[src/design/afp_defines.vh]
// Constants for the amplifier fault protection handler
`ifndef AFP_DEFINES_VH
`define AFP_DEFINES_VH
// ==========================================================
// Timing
`define AFP_CLK_HZ          10000000
`define AFP_DC_TIME_MS      420
`define AFP_DC_CYCLES       (`AFP_DC_TIME_MS * (`AFP_CLK_HZ / 1000))
`define AFP_TIMEOUT_CYCLES  10000
// ==========================================================
// Duty threshold and switching defaults
`define AFP_DUTY_LIMIT_PCT  60
`define AFP_SWFREQ_KHZ      768
`define AFP_DUTY_W          7
// ==========================================================
// Status bit positions and width
`define AFP_ST_OV           0
`define AFP_ST_UV           1
`define AFP_ST_CLK          2
`define AFP_ST_OC           3
`define AFP_ST_DC           4
`define AFP_ST_OT           5
`define AFP_ST_W            6
`endif

[src/design/afp_dc_detect.v]
// DC detect timer for one output channel
`timescale 1ns/100ps
`include "afp_defines.vh"
module afp_dc_detect #(
    parameter DC_CYCLES = `AFP_DC_CYCLES
) (
    input  wire                    mclk_i,
    input  wire                    rst_n_i,
    input  wire [`AFP_DUTY_W-1:0]  duty_pct_i,
    input  wire                    polarity_i,
    output reg                     dc_event_o
);
    // ==========================================================
    // Duty above limit at steady polarity
    reg  [31:0] count;
    reg         last_pol;
    wire        above = (duty_pct_i > `AFP_DUTY_LIMIT_PCT);

    always @(posedge mclk_i or negedge rst_n_i) begin
        if (!rst_n_i) begin
            count      <= 32'h0;
            last_pol   <= 1'b0;
            dc_event_o <= 1'b0;
        end else begin
            last_pol <= polarity_i;
            if (!above || polarity_i != last_pol) begin
                count      <= 32'h0;
                dc_event_o <= 1'b0;
            end else if (count >= DC_CYCLES) begin
                dc_event_o <= 1'b1;
            end else begin
                count <= count + 32'h1;
            end
        end
    end
endmodule

[src/design/afp_fault_handler.v]
// Fault classification and fault line control for the amplifier
`timescale 1ns/100ps
`include "afp_defines.vh"
module afp_fault_handler #(
    parameter TIMEOUT_CYCLES = `AFP_TIMEOUT_CYCLES,
    parameter DC_CYCLES      = `AFP_DC_CYCLES
) (
    input  wire                   mclk_i,
    input  wire                   rst_n_i,
    input  wire                   hw_mode_select_i,
    input  wire                   amp_shutdown_n_i,
    input  wire                   sw_shutdown_n_i,
    input  wire                   sw_swfreq_half_i,
    input  wire                   hw_swfreq_half_i,
    input  wire                   supply_overvoltage_err_i,
    input  wire                   supply_undervoltage_err_i,
    input  wire                   clk_ratio_bad_i,
    input  wire                   clk_rate_bad_i,
    input  wire                   mclk_stopped_i,
    input  wire                   bclk_stopped_i,
    input  wire                   fclk_stopped_i,
    input  wire                   output_overcurrent_err_i,
    input  wire                   die_overtemp_err_i,
    input  wire                   overtemp_hysteresis_i,
    input  wire [`AFP_DUTY_W-1:0] duty_a_pct_i,
    input  wire                   pol_a_i,
    input  wire [`AFP_DUTY_W-1:0] duty_b_pct_i,
    input  wire                   pol_b_i,
    output reg                    amp_fault_n_o,
    output reg                    amp_fault_oe_o,
    output reg                    play_en_o,
    output reg                    swfreq_half_o,
    output reg  [`AFP_ST_W-1:0]   status_o
);
    // ==========================================================
    // States
    localparam [2:0] ST_RUN  = 3'b001;
    localparam [2:0] ST_LAT  = 3'b010;
    localparam [2:0] ST_WAIT = 3'b100;

    reg  [2:0]  state;
    reg  [2:0]  next_state;
    reg  [31:0] tmo;
    reg         tmo_done;
    reg         sd_lowseen;
    reg         oc_lat;
    reg         dc_lat;
    reg         ot_lat;
    wire [1:0]  dc_ch;

    // ==========================================================
    // DC detectors per channel
    wire [2*`AFP_DUTY_W-1:0] duty_all = {duty_b_pct_i, duty_a_pct_i};
    wire [1:0]               pol_all  = {pol_b_i, pol_a_i};
    genvar ch;
    generate
        for (ch = 0; ch < 2; ch = ch + 1) begin : g_dc
            afp_dc_detect #(
                .DC_CYCLES (DC_CYCLES)
            ) u_dc (
                .mclk_i     (mclk_i),
                .rst_n_i    (rst_n_i),
                .duty_pct_i (duty_all[ch*`AFP_DUTY_W +: `AFP_DUTY_W]),
                .polarity_i (pol_all[ch]),
                .dc_event_o (dc_ch[ch])
            );
        end
    endgenerate

    // ==========================================================
    // Error classification
    wire shutdown_n = hw_mode_select_i ? amp_shutdown_n_i
                                       : (amp_shutdown_n_i & sw_shutdown_n_i);
    wire clk_err    = clk_ratio_bad_i | clk_rate_bad_i | mclk_stopped_i
                      | bclk_stopped_i | fclk_stopped_i;
    wire dc_raw     = |dc_ch;
    wire lat_raw    = output_overcurrent_err_i | dc_raw | die_overtemp_err_i;
    wire ot_cool    = ~die_overtemp_err_i & ~overtemp_hysteresis_i;
    wire can_clear  = tmo_done & sd_lowseen & ot_cool;
    // Line let go once recovery only waits for shutdown release
    wire line_free  = (next_state == ST_WAIT) & can_clear & ~lat_raw;

    // ==========================================================
    // Recovery state machine
    always @* begin
        next_state = state;
        case (state)
            ST_RUN: begin
                if (lat_raw && shutdown_n)
                    next_state = ST_LAT;
            end
            ST_LAT: begin
                if (!shutdown_n)
                    next_state = ST_WAIT;
            end
            ST_WAIT: begin
                if (shutdown_n && lat_raw)
                    next_state = ST_LAT;
                else if (shutdown_n && can_clear)
                    next_state = ST_RUN;
            end
            default: next_state = ST_RUN;
        endcase
    end

    always @(posedge mclk_i or negedge rst_n_i) begin
        if (!rst_n_i) begin
            state <= ST_RUN;
        end else begin
            state <= next_state;
        end
    end

    // ==========================================================
    // Fault timeout from fault entry
    always @(posedge mclk_i or negedge rst_n_i) begin
        if (!rst_n_i) begin
            tmo      <= 32'h0;
            tmo_done <= 1'b0;
        end else if (state == ST_RUN) begin
            tmo      <= 32'h0;
            tmo_done <= 1'b0;
        end else if (tmo >= TIMEOUT_CYCLES - 1) begin
            tmo_done <= 1'b1;
        end else begin
            tmo <= tmo + 32'h1;
        end
    end

    // ==========================================================
    // Shutdown seen low since latch entry
    always @(posedge mclk_i or negedge rst_n_i) begin
        if (!rst_n_i) begin
            sd_lowseen <= 1'b0;
        end else if (next_state == ST_LAT) begin
            sd_lowseen <= 1'b0;
        end else if (!shutdown_n) begin
            sd_lowseen <= 1'b1;
        end
    end

    // ==========================================================
    // Latched causes, kept until back in run
    always @(posedge mclk_i or negedge rst_n_i) begin
        if (!rst_n_i) begin
            oc_lat <= 1'b0;
            dc_lat <= 1'b0;
            ot_lat <= 1'b0;
        end else if (next_state == ST_RUN) begin
            oc_lat <= 1'b0;
            dc_lat <= 1'b0;
            ot_lat <= 1'b0;
        end else begin
            oc_lat <= oc_lat | output_overcurrent_err_i;
            dc_lat <= dc_lat | dc_raw;
            ot_lat <= ot_lat | die_overtemp_err_i;
        end
    end

    // ==========================================================
    // Fault line and playback enable
    always @(posedge mclk_i or negedge rst_n_i) begin
        if (!rst_n_i) begin
            amp_fault_n_o  <= 1'b1;
            amp_fault_oe_o <= 1'b0;
            play_en_o      <= 1'b0;
        end else begin
            amp_fault_n_o  <= 1'b0;
            amp_fault_oe_o <= ((next_state != ST_RUN) & ~line_free) | clk_err;
            play_en_o      <= (next_state == ST_RUN) & shutdown_n & ~clk_err
                              & ~supply_overvoltage_err_i
                              & ~supply_undervoltage_err_i;
        end
    end

    // ==========================================================
    // Switching frequency select
    always @(posedge mclk_i or negedge rst_n_i) begin
        if (!rst_n_i) begin
            swfreq_half_o <= 1'b0;
        end else begin
            swfreq_half_o <= hw_mode_select_i ? hw_swfreq_half_i
                                              : sw_swfreq_half_i;
        end
    end

    // ==========================================================
    // Error status flags
    always @(posedge mclk_i or negedge rst_n_i) begin
        if (!rst_n_i) begin
            status_o <= {`AFP_ST_W{1'b0}};
        end else begin
            status_o[`AFP_ST_OV]  <= supply_overvoltage_err_i;
            status_o[`AFP_ST_UV]  <= supply_undervoltage_err_i;
            status_o[`AFP_ST_CLK] <= clk_err;
            status_o[`AFP_ST_OC]  <= oc_lat | output_overcurrent_err_i;
            status_o[`AFP_ST_DC]  <= dc_lat | dc_raw;
            status_o[`AFP_ST_OT]  <= ot_lat | die_overtemp_err_i;
        end
    end
endmodule

[config.mk]
export PLATFORM = sky130hd
export DESIGN_NAME = afp_fault_handler
export DESIGN_NICKNAME = d
export VERILOG_FILES = /design/src/design/afp_dc_detect.v /design/src/design/afp_fault_handler.v
export VERILOG_INCLUDE_DIRS = /design/src /design/src/design
export SDC_FILE = /design/constraint.sdc
export NUM_CORES = 1
export LEC_CHECK = 0
export ABC_AREA = 1
export BUFFER_PORTS_ARGS = -buffer_cell sky130_fd_sc_hd__buf_2
export CAP_MARGIN = 0
export CORE_MARGIN = 3
export CORE_UTILIZATION = 55
export DETAILED_ROUTE_END_ITERATION = 12
export PLACE_DENSITY = 0.82
export SYNTH_ARGS = -nofsm -noshare
export SYNTH_HDL_FRONTEND = slang
export SYNTH_SLANG_ARGS = --single-unit
[constraint.sdc]
create_clock -name mclk_i -period 4.2 [get_ports mclk_i]
set_clock_uncertainty 0.1 [all_clocks]
set_input_delay 0.84 -clock mclk_i [delete_from_list [all_inputs] [get_ports mclk_i]]
set_output_delay 0.84 -clock mclk_i [all_outputs]
set_load 0.05 [all_outputs]
Word level (Yosys, flattened, before mapping)

Index checks and enable logic that the tools add are counted.

Add/subtract/negate cells: 3
Order comparisons: 5
Equality and inequality tests: 13
Muxes and demuxes: 24
Bitwise logic cells: 28
Reductions and logical operators: 10

Operator list:

| kind                  | count |
|---|---|
| $mux 32               | 6 |
| $add 32x1->32 const B | 3 |
| $ge 32x23->1 const B  | 2 |
| $ge 32x14->1 const B  | 1 |
| $gt 7x6->1 const B    | 2 |
| $mux 1                | 13 |
| $mux 3                | 4 |
| $and 1x1->1           | 11 |
| $or 1x1->1            | 10 |
| $pmux 3 s3            | 1 |
| $not 1->1             | 7 |
| $eq 3x1->1 const B    | 2 |
| $eq 3x2->1 const B    | 2 |
| $eq 3x3->1 const B    | 2 |
| $ne 2x1->1 const B    | 3 |
| $reduce_bool 2->1     | 3 |
| $ne 3x1->1 const B    | 1 |
| $logic_and 1x1->1     | 2 |
| $logic_not 1->1       | 2 |
| $logic_or 1x1->1      | 2 |
| $ne 1x1->1            | 2 |
| $ne 2x2->1 const B    | 1 |
| $reduce_or 2->1       | 1 |

Register bits after elaboration: 118
Bits of input ports: 33
Output and inout port bits: 10
Logic and storage cells: 101

Longest topological paths before layout

Gate-level depths: netlist of the first run.

Word-level depth: 13
Depth in mapped cells: 11
Gate-level depth less buffers: 11

Hierarchy

From an unflattened synthesis of the first run, not the netlist that was laid out.

Cell total of the unflattened synthesis: 830
Area, all modules: 6583.8 µm²

By module, submodules not included:

| module            | instances | cells each | area an instance (µm²) | sequential area each (µm²) |
|---|---|---|---|---|
| afp_dc_detect     | 2         | 263        | 2047.0                 | 850.8 |
| afp_fault_handler | 1         | 304        | 2489.9                 | 1253.7 |

Least setup slack after synthesis of the first run

Ideal clock, no wire load.

Path type: input port to flip-flop
Start point: input pol_a_i
End point: register g_dc[0].u_dc.count[8]
Arrival time: 1.708 ns
Required time: 3.983 ns
Slack: 2.276 ns
Stages: 8
Path buffers: 1
Cells stage by stage: or2_2 -> nand2_1 -> a21oi_4 -> inv_2 -> buf_2 -> nor2_1 -> nand2_1 -> nand2_1

Cells in the longest elaborated chain, start to end: 3

Ends and longest elaborated chain:

| element                                                | line                   | text |
|---|---|---|
| start, declared                                        | afp_fault_handler.v:26 | `input wire pol_a_i,` |
| $ne 1x1->1 (*)                                         | afp_dc_detect.v:26     | `if (!above \|\| polarity_i != last_pol) begin` |
| $logic_or 1x1->1 (*)                                   | afp_dc_detect.v:26     |  |
| $ne 2x1->1 (no line) / $mux 32 (equally long branches) | -                      |  |
| end signal, assigned                                   | afp_dc_detect.v:32     | `count <= count + 32'h1;` |
| end, declared                                          | afp_dc_detect.v:15     | `reg [31:0] count;` |

Every way passes the cells marked *; elsewhere a longest branch is shown, timed or not.
A chain may end at the register's enable or synchronous reset.

Final worst setup path of the first run

Start point: input duty_b_pct_i[4]
End point: register g_dc[1].u_dc.count[2]

Cells in the longest elaborated chain, start to end: 4

Ends and longest elaborated chain:

| element                                                | line                   | text |
|---|---|---|
| start, declared                                        | afp_fault_handler.v:27 | `` input wire [`AFP_DUTY_W-1:0] duty_b_pct_i, `` |
| $gt 7x6->1 (no line) (*)                               | -                      |  |
| $logic_not 1->1 (*)                                    | afp_dc_detect.v:26     |  |
| $logic_or 1x1->1 (*)                                   | afp_dc_detect.v:26     |  |
| $ne 2x1->1 (no line) / $mux 32 (equally long branches) | -                      |  |
| end signal, assigned                                   | afp_dc_detect.v:32     |  |
| end, declared                                          | afp_dc_detect.v:15     |  |

Marked as above.

==> results.sh, run 1 <==
export IMPL_cp_arrival_ns=2.43
export IMPL_antenna_found_initial=0
export IMPL_status="completed"
export IMPL_cts_resized=0
export IMPL_rsz_0062_raised_after_global_routing="no"
export IMPL_critPathLaunchType="primary input"
export IMPL_final_layout_size_suffix_gt1_share_pct=10.3
export IMPL_dieArea_mm2=0.0131
export IMPL_synth_seq_cells=118
export IMPL_cap_viol_max_count=0
export IMPL_tns_ns=0
export IMPL_final_cells=1084
export IMPL_fillerInstances=909
export IMPL_clk_transition_reported_paths_ns=0.05
export IMPL_aggregate_global_route_resource_usage_pct=22.7
export IMPL_post_synthesis_net_count=927
export IMPL_final_net_count=969
export IMPL_hold_class="flip-flop to flip-flop"
export IMPL_timing_critical_path_mode_cell="sky130_fd_sc_hd__nand2_1"
export IMPL_yosysWarningCount=0
export IMPL_tritoncts_num_sinks=118
export IMPL_die_w_um=114
export IMPL_final_antenna_net_count=0
export IMPL_netlist_cell_type_count=36
export IMPL_grt_first_pass_wirelength_um=24100
export IMPL_portBuffers=42
export IMPL_dieHeight_um=114
export IMPL_worstRegToRegCells=8
export IMPL_r2r_end="tmo[3]"
export IMPL_worst_slew_pin_slew_ns=0.753
export IMPL_synth_top_cell_area_share_pct=44.9
export IMPL_clock_root_buffer="sky130_fd_sc_hd__clkbuf_16"
export IMPL_layout_worst_path_cycle_share_pct=53.0
export IMPL_drt_wl_total_um=13800
export IMPL_timing_hold_violations_final=0
export IMPL_synth_enable_flop_cells=0
export IMPL_hold_ws_ns=0.349
export IMPL_critPathMaxFanout=30
export IMPL_worstPathRequired_ns=4.40
export IMPL_post_place_cells=1052
export IMPL_worstReg2RegStart="tmo[0]"
export IMPL_place_congestion=0.907
export IMPL_power_leakage_nw=3.60
export IMPL_series_of_cell_instances_along_the_critical_path="buf_2, nand2_1, nor2_1, o21ai_0, nand2_1, nand2_1, buf_4, clkinv_1, buf_4, nand2_2, nand2_1, nand2_1"
export IMPL_post_synth_inst_count=889
export IMPL_start_util_pct=57.8
export IMPL_cts_buffers=17
export IMPL_placementRows=38
export IMPL_core_area_mm2=0.0112
export IMPL_grt_start_max_net_pins=64
export IMPL_via_count_of_the_first_global_routing_pass=5331
export IMPL_avgSynthCellArea_um2=7.27
export IMPL_cts_hold_repair_buffers=0
export IMPL_num_antenna_cells=0
export IMPL_worstSetupEndpointType="flip-flop"
export IMPL_wire_per_inst_um=12.7
export IMPL_slowest_delay_ns=0.33
export IMPL_worstHoldPathCells=2
export IMPL_synth_top_cells_by_area="sky130_fd_sc_hd__dfrtp_1 45%, sky130_fd_sc_hd__nand2_1 15%, sky130_fd_sc_hd__nor2_1 9.6%"
export IMPL_yosysTopAreaCell="sky130_fd_sc_hd__dfrtp_1"
export IMPL_cts_repair_timing_setup_buffer_count=0
export IMPL_vias_per_cell=5.19
export IMPL_hold_path_startpoint="ot_lat"
export IMPL_asyncSetResetFlopFracSynth_pct=100
export IMPL_yosysSeqAreaShare_pct=45.7
export IMPL_global_route_overflow_total=0
export IMPL_holdPathEnd="status_o[5]"
export IMPL_firstDrtPassIters=5
export IMPL_timing_final_crit_period_ns=2.23
export IMPL_max_clock_path_buffers=2
export IMPL_ys_flop_type="sky130_fd_sc_hd__dfrtp_1"
export IMPL_detailedPlacementHpwl_um=9150
export IMPL_powerDensity_mw_per_mm2=412
export IMPL_maximum_resistive_drop_on_vdd_uv=434
export IMPL_area_delta_synth_final_pct=14.1
export IMPL_dr_first_iter_drc_count=438
export IMPL_reg2reg_slack_ns=2.03
export IMPL_num_io_pins=43
export IMPL_drc_errors=0
export IMPL_detailroute_via_count=5628
export IMPL_timing_fmax_mhz=449
export IMPL_clock_tree_from_tritoncts="yes"
export IMPL_final_max_slew_violation_count=0
export IMPL_timing_slew_headroom_pct=49.6
export IMPL_timing_setup_critical_path_class="primary input to flip-flop"
export IMPL_synth_cell_area_mm2=0.00646
export IMPL_setup_viol_count_final=0
export IMPL_clk_insertion_delay_late_ns=0.42
export IMPL_crit_path_top_delay_cell="sky130_fd_sc_hd__nand2_2"
export IMPL_ctsHtreeMaxLevel=4
## where the power goes
group / total (mW) / switching, mW / internal (mW) / leakage [nW]
logic: 0.312 / 0.241 / 0.0716 / 1.71
clock network: 1.52 / 0.523 / 0.992 / 0.291
registers: 1.21 / 0.0277 / 1.19 / 1.60
total: 3.04 / 0.791 / 2.25 / 3.60
## cell usage after synthesis (2+ instances only)
library cell               number
sky130_fd_sc_hd__a21oi_1        3
sky130_fd_sc_hd__and2_1         4
sky130_fd_sc_hd__buf_1          3
sky130_fd_sc_hd__buf_2          7
sky130_fd_sc_hd__buf_4         10
sky130_fd_sc_hd__clkbuf_1       3
sky130_fd_sc_hd__dfrtp_1      116
sky130_fd_sc_hd__dfstp_2        2
sky130_fd_sc_hd__ha_1           5
sky130_fd_sc_hd__inv_1         99
sky130_fd_sc_hd__inv_2          2
sky130_fd_sc_hd__nand2_1      258
sky130_fd_sc_hd__nand2_2        3
sky130_fd_sc_hd__nand2_4        2
sky130_fd_sc_hd__nand3_1      113
sky130_fd_sc_hd__nand3b_1      10
sky130_fd_sc_hd__nand4_1       12
sky130_fd_sc_hd__nor2_1       166
sky130_fd_sc_hd__nor2_2         5
sky130_fd_sc_hd__nor3_1         7
sky130_fd_sc_hd__o21ai_0        7
sky130_fd_sc_hd__o21ai_1        2
sky130_fd_sc_hd__or2_2          3
sky130_fd_sc_hd__xnor2_1       11
sky130_fd_sc_hd__xor2_1        25
## cells in the final DEF (no fill, tap or decap), types with 10 or more instances in the layout
master / instances
sky130_fd_sc_hd__nand4_1: 12
sky130_fd_sc_hd__buf_2: 41
sky130_fd_sc_hd__xor2_1: 25
sky130_fd_sc_hd__xnor2_1: 11
sky130_fd_sc_hd__nand2_1: 258
sky130_fd_sc_hd__dfrtp_1: 116
sky130_fd_sc_hd__clkbuf_16: 17
sky130_fd_sc_hd__nand3b_1: 10
sky130_fd_sc_hd__inv_1: 99
sky130_fd_sc_hd__nor2_1: 166
sky130_fd_sc_hd__nand3_1: 113
## metrics by stage
step                cell area, um^2  utilization (%)  setup WS, ns  power, mW
detailed placement             6760             60.5          1.57       1.54
CTS                            7370             66.0          2.01       3.05
finish                         7370             66.0          1.97       3.04
floorplan                      6460                -          2.28       1.44
global route                   7370             66.0          1.78       3.16
global placement               6760             60.5          1.67       1.53
## metal layers
metal	track usage [%]	vias to the layer above	share of wire (%)
met5	0	-	0
met4	8.16	0	1.7
met3	5.97	25	5.7
met2	35.4	166	47
met1	30.9	2600	46
li1	-	2837	-
## area by class of cell
cell class              instances  area [um^2]  area share, %
well taps                     140          175           2.38
multi-input cells             645         2980           40.4
repair buffers                 47          263           3.56
flip-flops and latches        118         2960           40.1
clock buffers                  20          437           5.92
inverters                     102          383           5.19
clock inverters                12          179           2.43
## how the worst max path moves through the flow
stage / startpoint / end / slack [ns] / cells after the start
final: duty_b_pct_i[4] / g_dc[1].u_dc.count[2] / 1.97 / 12
after global routing: tmo[0] / tmo[2] / 1.78 / 8
after CTS: duty_b_pct_i[4] / g_dc[1].u_dc.count[9] / 2.01 / 12
after detailed placement: duty_b_pct_i[4] / g_dc[1].u_dc.count[9] / 1.57 / 12
after global placement: duty_b_pct_i[4] / g_dc[1].u_dc.count[20] / 1.67 / 12
after floorplan: pol_a_i / g_dc[0].u_dc.count[8] / 2.28 / 8
## critical path, delay by kind of cell
kind / cells / cell delay (ns)
compound gates: 1 / 0.09
buf+inv: 4 / 0.66
simple gates: 7 / 0.80
## registers in the layout (all words and copies together), names as in the netlist
name,flops
ot_lat,1
sd_lowseen,1
amp_fault_oe_o,1
g_dc.u_dc.count,64
g_dc.u_dc.dc_event_o,2
g_dc.u_dc.last_pol,2
swfreq_half_o,1
oc_lat,1
tmo_done,1
play_en_o,1
dc_lat,1
amp_fault_n_o,1
status_o,6
tmo,32
state,3
## kinds of logic after synthesis
logic type,synth area share [%]
and+or+nand+nor,38.6
buffers and inverters,8.15
DFF,45.7
xor gates and xnor gates,4.88
AOI/OAI and AO/OA,1.39
adders and majority gates,0.968
other,0.0580
muxes,0.174
Note: power is estimated with default switching activity, not from simulation.
==> run 2, diff against run 1 <==
Settings changed: PLACE_DENSITY 0.82 to 0.85.
Clock period 4.2 ns to 2 ns, I/O delays scaled along.
==> run 2 against run 1 <==
Net effect: clock power rose by 110%; utilization increased by 1.4 points; critical endpoint is now g_dc[0].u_dc.count[4]; combinational power increased by 120%; global-route usage grew 0.95 points; worst hold slack got worse by 0.33 ns; via count is 0.73% higher; critical path depth decreased by 4; final area rose by 2.1%; clock-buffer cell count down 1; non-clock buffer count grew 16.
==> results.sh, run 2 (synthesized netlist as in run 1, its figures left out) <==
export IMPL_detailedPlacementHpwl_um=9630
export IMPL_worstSetupEndpointType="flip-flop"
export IMPL_area_delta_synth_final_pct=16.4
export IMPL_aggregate_global_route_resource_usage_pct=23.7
export IMPL_num_io_pins=43
export IMPL_drc_errors=0
export IMPL_cts_repair_timing_setup_buffer_count=0
export IMPL_placementRows=38
export IMPL_worst_slack_ns=0.158
export IMPL_cap_viol_max_count=0
export IMPL_setup_viol_count_final=0
export IMPL_via_count_of_the_first_global_routing_pass=5500
export IMPL_final_antenna_net_count=0
export IMPL_timing_hold_violations_final=0
export IMPL_path_delay_family="simple AND/OR/NAND/NOR gates"
export IMPL_vias_per_cell=5.15
export IMPL_portBuffers=42
export IMPL_top_regs="g_dc.u_dc.count (64), tmo (32), status_o (6)"
export IMPL_final_layout_size_suffix_gt1_share_pct=11.7
export IMPL_layout_worst_path_cycle_share_pct=92.1
export IMPL_critPathLaunchType="flip-flop"
export IMPL_max_clock_path_buffers=2
export IMPL_die_w_um=114
export IMPL_clk_transition_reported_paths_ns=0.06
export IMPL_path_buf_inv=0
export IMPL_final_net_count=985
export IMPL_place_congestion=0.941
export IMPL_clock_tree_from_tritoncts="yes"
export IMPL_largest_register_ff_count=64
export IMPL_drt_wl_total_um=14200
export IMPL_worstPathRequired_ns=2.20
export IMPL_wire_per_inst_um=12.9
export IMPL_critPathMaxFanout=25
export IMPL_firstDrtPassIters=5
export IMPL_dieHeight_um=114
export IMPL_ctsHtreeMaxLevel=4
export IMPL_rsz_0062_raised_after_global_routing="no"
export IMPL_final_cells=1100
export IMPL_powerDensity_mw_per_mm2=845
export IMPL_dieArea_mm2=0.0131
export IMPL_antenna_found_initial=0
export IMPL_status="completed"
export IMPL_timing_critical_path_mode_cell="sky130_fd_sc_hd__nand2_1"
export IMPL_grt_start_max_net_pins=54
export IMPL_num_antenna_cells=0
export IMPL_clock_root_buffer="sky130_fd_sc_hd__clkbuf_16"
export IMPL_largest_register="g_dc.u_dc.count"
export IMPL_core_area_mm2=0.0112
export IMPL_series_of_cell_instances_along_the_critical_path="nand2_1, nand3b_1, nand3_1, nand2_2, nand2_4, nand2_8, nand2_1, nand2_1"
export IMPL_crit_path_top_delay_cell="sky130_fd_sc_hd__dfrtp_1"
export IMPL_timing_fmax_mhz=543
export IMPL_preCtsSetupSlack_ns=0.168
export IMPL_tns_ns=0
export IMPL_power_leakage_nw=3.67
export IMPL_start_util_pct=57.8
export IMPL_layout_common_cells="258 x sky130_fd_sc_hd__nand2_1, 166 x sky130_fd_sc_hd__nor2_1, 116 x sky130_fd_sc_hd__dfrtp_1"
export IMPL_detailroute_via_count=5669
export IMPL_cp_arrival_ns=2.04
export IMPL_timing_setup_critical_path_class="flip-flop to flip-flop"
export IMPL_grt_first_pass_wirelength_um=25000
export IMPL_fillerInstances=895
export IMPL_final_max_slew_violation_count=0
export IMPL_maximum_resistive_drop_on_vdd_uv=892
export IMPL_global_route_overflow_total=0
export IMPL_dr_first_iter_drc_count=570
export IMPL_final_common_cell="sky130_fd_sc_hd__nand2_1"
export IMPL_hold_class="primary input to flip-flop"
export IMPL_timing_final_crit_period_ns=1.84
export IMPL_slowest_delay_ns=0.45
export IMPL_clk_insertion_delay_late_ns=0.42
export IMPL_post_place_cells=1065
export IMPL_tritoncts_num_sinks=118
export IMPL_cts_buffers=17
## run 2: through the flow
step / util (%) / power [mW] / hold WS, ns / instance area, um^2
6_report: 67.3 / 6.36 / 0.0149 / 7520
5_1_grt: 67.3 / 6.61 / 0.00788 / 7520
4_1_cts: 67.1 / 6.39 / 0.00459 / 7500
3_5_place_dp: 61.5 / 3.25 / 0.240 / 6870
3_3_place_gp: 61.5 / 3.23 / 0.237 / 6870
2_1_floorplan: - / 3.03 / 0.00441 / 6460
## run 2: layout make-up
class	count	area, um^2	area share, %
clock inverter	13	170	2.26
inverter	102	383	5.09
tap	140	175	2.33
multi-input combinational	645	3000	39.9
clock buffer	19	433	5.75
timing repair buffer	63	403	5.36
sequential	118	2960	39.3
## run 2: final timing paths
path,start,endpoint,slack [ns],cells past startpoint
max in group asynchronous,rst_n_i,g_dc[0].u_dc.last_pol,0.87,3
min reg2reg,oc_lat,status_o[3],0.36,2
max reg2reg,g_dc[0].u_dc.count[9],g_dc[0].u_dc.count[4],0.16,8
max,g_dc[0].u_dc.count[9],g_dc[0].u_dc.count[4],0.16,8
min,pol_a_i,g_dc[0].u_dc.last_pol,0.01,1
min in group asynchronous,rst_n_i,g_dc[1].u_dc.count[12],0.35,2
## run 2: worst reg2reg max path: cells and delay by family (launching register included)
family           cells  cell delay [ns]
flip-flops           1             0.45
AND/OR/NAND/NOR      8             1.18
## run 2: report_power, final
group	total [mW]	internal (mW)	switching (mW)
registers	2.54	2.49	0.0565
logic	0.682	0.180	0.502
clock network	3.13	1.98	1.15
## run 2: per-layer routing
metal	track usage, %	vias up	wire length (um)
li1	-	2864	-
met1	32.7	2646	6710
met2	37.2	148	6670
met3	5.55	11	732
met4	7.52	0	127
met5	0	-	0
## run 2: repair_timing
item | in CTS | in global routing
gates resized for setup | 0 | 4
hold buffers | 3 | 0
setup endpoints to repair | 0 | 19
hold endpoints to repair | 24 | 0
==> run 3, diff against run 2 <==
==> constraint.sdc (replaced) <==
create_clock -name mclk_i -period 2 [get_ports mclk_i]
set_clock_uncertainty 0.1 [all_clocks]
set_input_delay 0.1 -clock mclk_i [delete_from_list [all_inputs] [get_ports mclk_i]]
set_output_delay 0.1 -clock mclk_i [all_outputs]
set_load 0.05 [all_outputs]
==> run 3 against run 2 <==
Net effect: sequential cell count unchanged; maximum frequency increased by 0.82%; clock-buffer cell count increased by 1; sequential share of layout area decreased by 0.41 points; register-to-register slack about the same; global-route usage increased by 0.50 points; critical path depth unchanged; combinational power increased by 3.2%; first-iteration DRC count decreased by 30%; critical path type unchanged; critical endpoint is now g_dc[0].u_dc.count[14]; highest routed layer unchanged.
==> results.sh, run 3 (synthesized netlist as in run 1, its figures left out) <==
export IMPL_setup_viol_count_final=0
export IMPL_timing_fmax_mhz=547
export IMPL_detailroute_via_count=5806
export IMPL_dr_first_iter_drc_count=397
export IMPL_grt_start_max_net_pins=43
export IMPL_critPathMaxFanout=6
export IMPL_tns_ns=0
export IMPL_dieHeight_um=114
export IMPL_start_util_pct=57.8
export IMPL_top_regs="g_dc.u_dc.count (64), tmo (32), status_o (6)"
export IMPL_rsz_0062_raised_after_global_routing="no"
export IMPL_slowest_delay_ns=0.44
export IMPL_timing_final_crit_period_ns=1.83
export IMPL_cap_viol_max_count=0
export IMPL_drt_wl_total_um=14400
export IMPL_grt_first_pass_wirelength_um=25800
export IMPL_tritoncts_num_sinks=118
export IMPL_place_congestion=0.947
export IMPL_dieArea_mm2=0.0131
export IMPL_aggregate_global_route_resource_usage_pct=24.2
export IMPL_num_antenna_cells=0
export IMPL_firstDrtPassIters=6
export IMPL_worstSetupEndpointType="flip-flop"
export IMPL_layout_worst_path_cycle_share_pct=91.3
export IMPL_timing_setup_critical_path_class="flip-flop to flip-flop"
export IMPL_core_area_mm2=0.0112
export IMPL_worstRegToRegCells=8
export IMPL_worst_slack_ns=0.173
export IMPL_global_route_overflow_total=0
export IMPL_clk_transition_reported_paths_ns=0.06
export IMPL_die_w_um=114
export IMPL_status="completed"
export IMPL_wire_per_inst_um=13.0
export IMPL_crit_path_top_delay_cell="sky130_fd_sc_hd__dfrtp_1"
export IMPL_antenna_found_initial=0
export IMPL_largest_register_ff_count=64
export IMPL_timing_hold_violations_final=0
export IMPL_layout_common_cells="258 x sky130_fd_sc_hd__nand2_1, 166 x sky130_fd_sc_hd__nor2_1, 116 x sky130_fd_sc_hd__dfrtp_1"
export IMPL_clk_insertion_delay_late_ns=0.42
export IMPL_critPathLaunchType="flip-flop"
export IMPL_max_clock_path_buffers=2
export IMPL_via_count_of_the_first_global_routing_pass=5729
export IMPL_clock_tree_from_tritoncts="yes"
export IMPL_path_buf_inv=0
export IMPL_final_net_count=994
export IMPL_final_antenna_net_count=0
export IMPL_area_delta_synth_final_pct=17.7
export IMPL_clock_root_buffer="sky130_fd_sc_hd__clkbuf_16"
export IMPL_power_leakage_nw=3.71
export IMPL_maximum_resistive_drop_on_vdd_uv=1050
export IMPL_final_layout_size_suffix_gt1_share_pct=11.9
export IMPL_cp_arrival_ns=2.03
export IMPL_num_io_pins=43
export IMPL_final_max_slew_violation_count=0
export IMPL_drc_errors=0
export IMPL_placementRows=38
export IMPL_worstHoldPathCells=4
export IMPL_largest_register="g_dc.u_dc.count"
export IMPL_preCtsSetupSlack_ns=0.223
export IMPL_critical_path_cell_count=8
export IMPL_series_of_cell_instances_along_the_critical_path="ha_1, nand3_1, nor2_2, nand3_1, xor2_1, nor2_1, nand2_1, nand2_1"
export IMPL_powerDensity_mw_per_mm2=833
export IMPL_detailedPlacementHpwl_um=9660
export IMPL_hold_class="primary input to flip-flop"
export IMPL_portBuffers=42
export IMPL_path_delay_family="simple AND/OR/NAND/NOR gates"
export IMPL_ctsHtreeMaxLevel=4
export IMPL_worstPathRequired_ns=2.21
export IMPL_vias_per_cell=5.24
export IMPL_cts_buffers=17
export IMPL_final_common_cell="sky130_fd_sc_hd__nand2_1"
export IMPL_final_util_pct=68.1
run 3: cell count changes in the layout (fill, tap and decap cells not counted), sizes merged:
| cell | previous run | this run |
|---|---|---|
| dlygate4sd3 | 3 | 11 |
| clkinvlp | 3 | 4 |
| inv | 106 | 105 |
| buf | 60 | 61 |
| clkbuf | 19 | 20 |
| bufinv | 3 | 2 |
run 3: metrics by stage:
step                      total power, mW  area [um^2]  hold slack (ns)  instances
after floorplan                      3.03         6460           -0.296        889
after global placement               3.23         6870          -0.0127       1066
after detailed placement             3.25         6870          -0.0117       1066
after CTS                            6.37         7590           0.0375       1109
after global routing                 6.58         7600           0.0809       1109
final                                6.33         7600           0.0470       1109
run 3: final timing paths:
kind                                            start                     end  slack (ns)
worst max-delay path            g_dc[0].u_dc.count[0]  g_dc[0].u_dc.count[14]        0.17
worst min-delay path                  sw_shutdown_n_i              sd_lowseen        0.05
worst max register to register  g_dc[0].u_dc.count[0]  g_dc[0].u_dc.count[14]        0.17
worst min register to register                 oc_lat             status_o[3]        0.38
max in group asynchronous                     rst_n_i           amp_fault_n_o        1.11
min in group asynchronous                     rst_n_i  g_dc[1].u_dc.count[14]        0.09
run 3: report_power, final:
part | switching [mW] | total (mW) | internal, mW
clock network | 1.13 | 3.08 | 1.95
registers | 0.0591 | 2.55 | 2.49
logic | 0.512 | 0.704 | 0.192
run 3: layer usage:
metal,track usage [%],vias up,share of wire [%]
met2,39.6,172,49
met1,32.0,2727,45
met5,0,-,0
li1,-,2896,-
met3,5.87,11,5.0
met4,7.28,0,0.94
run 3: what timing repair did:
item | CTS | global route
hold buffers | 11 | 0
endpoints found under the hold margin | 128 | 0
setup endpoints to repair | 0 | 5
resized for setup | 0 | 2
buffers inserted | 0 | 0
run 3: worst min-delay path: stages:
cell and delay, ns:
sky130_fd_sc_hd__buf_2 0.08, sky130_fd_sc_hd__o21ai_1 0.12, sky130_fd_sc_hd__o21ai_0 0.18, sky130_fd_sc_hd__inv_1 0.04
run 3: layout make-up:
| cell class | instances | area [um^2] |
|---|---|---|
| Fill cell | 883 | 3570 |
| Multi-Input combinational cell | 645 | 2990 |
| Sequential cell | 118 | 2960 |
| Timing Repair Buffer | 72 | 490 |
| Clock buffer | 20 | 467 |
| Inverter | 102 | 383 |
| Tap cell | 140 | 175 |
| Clock inverter | 12 | 139 |
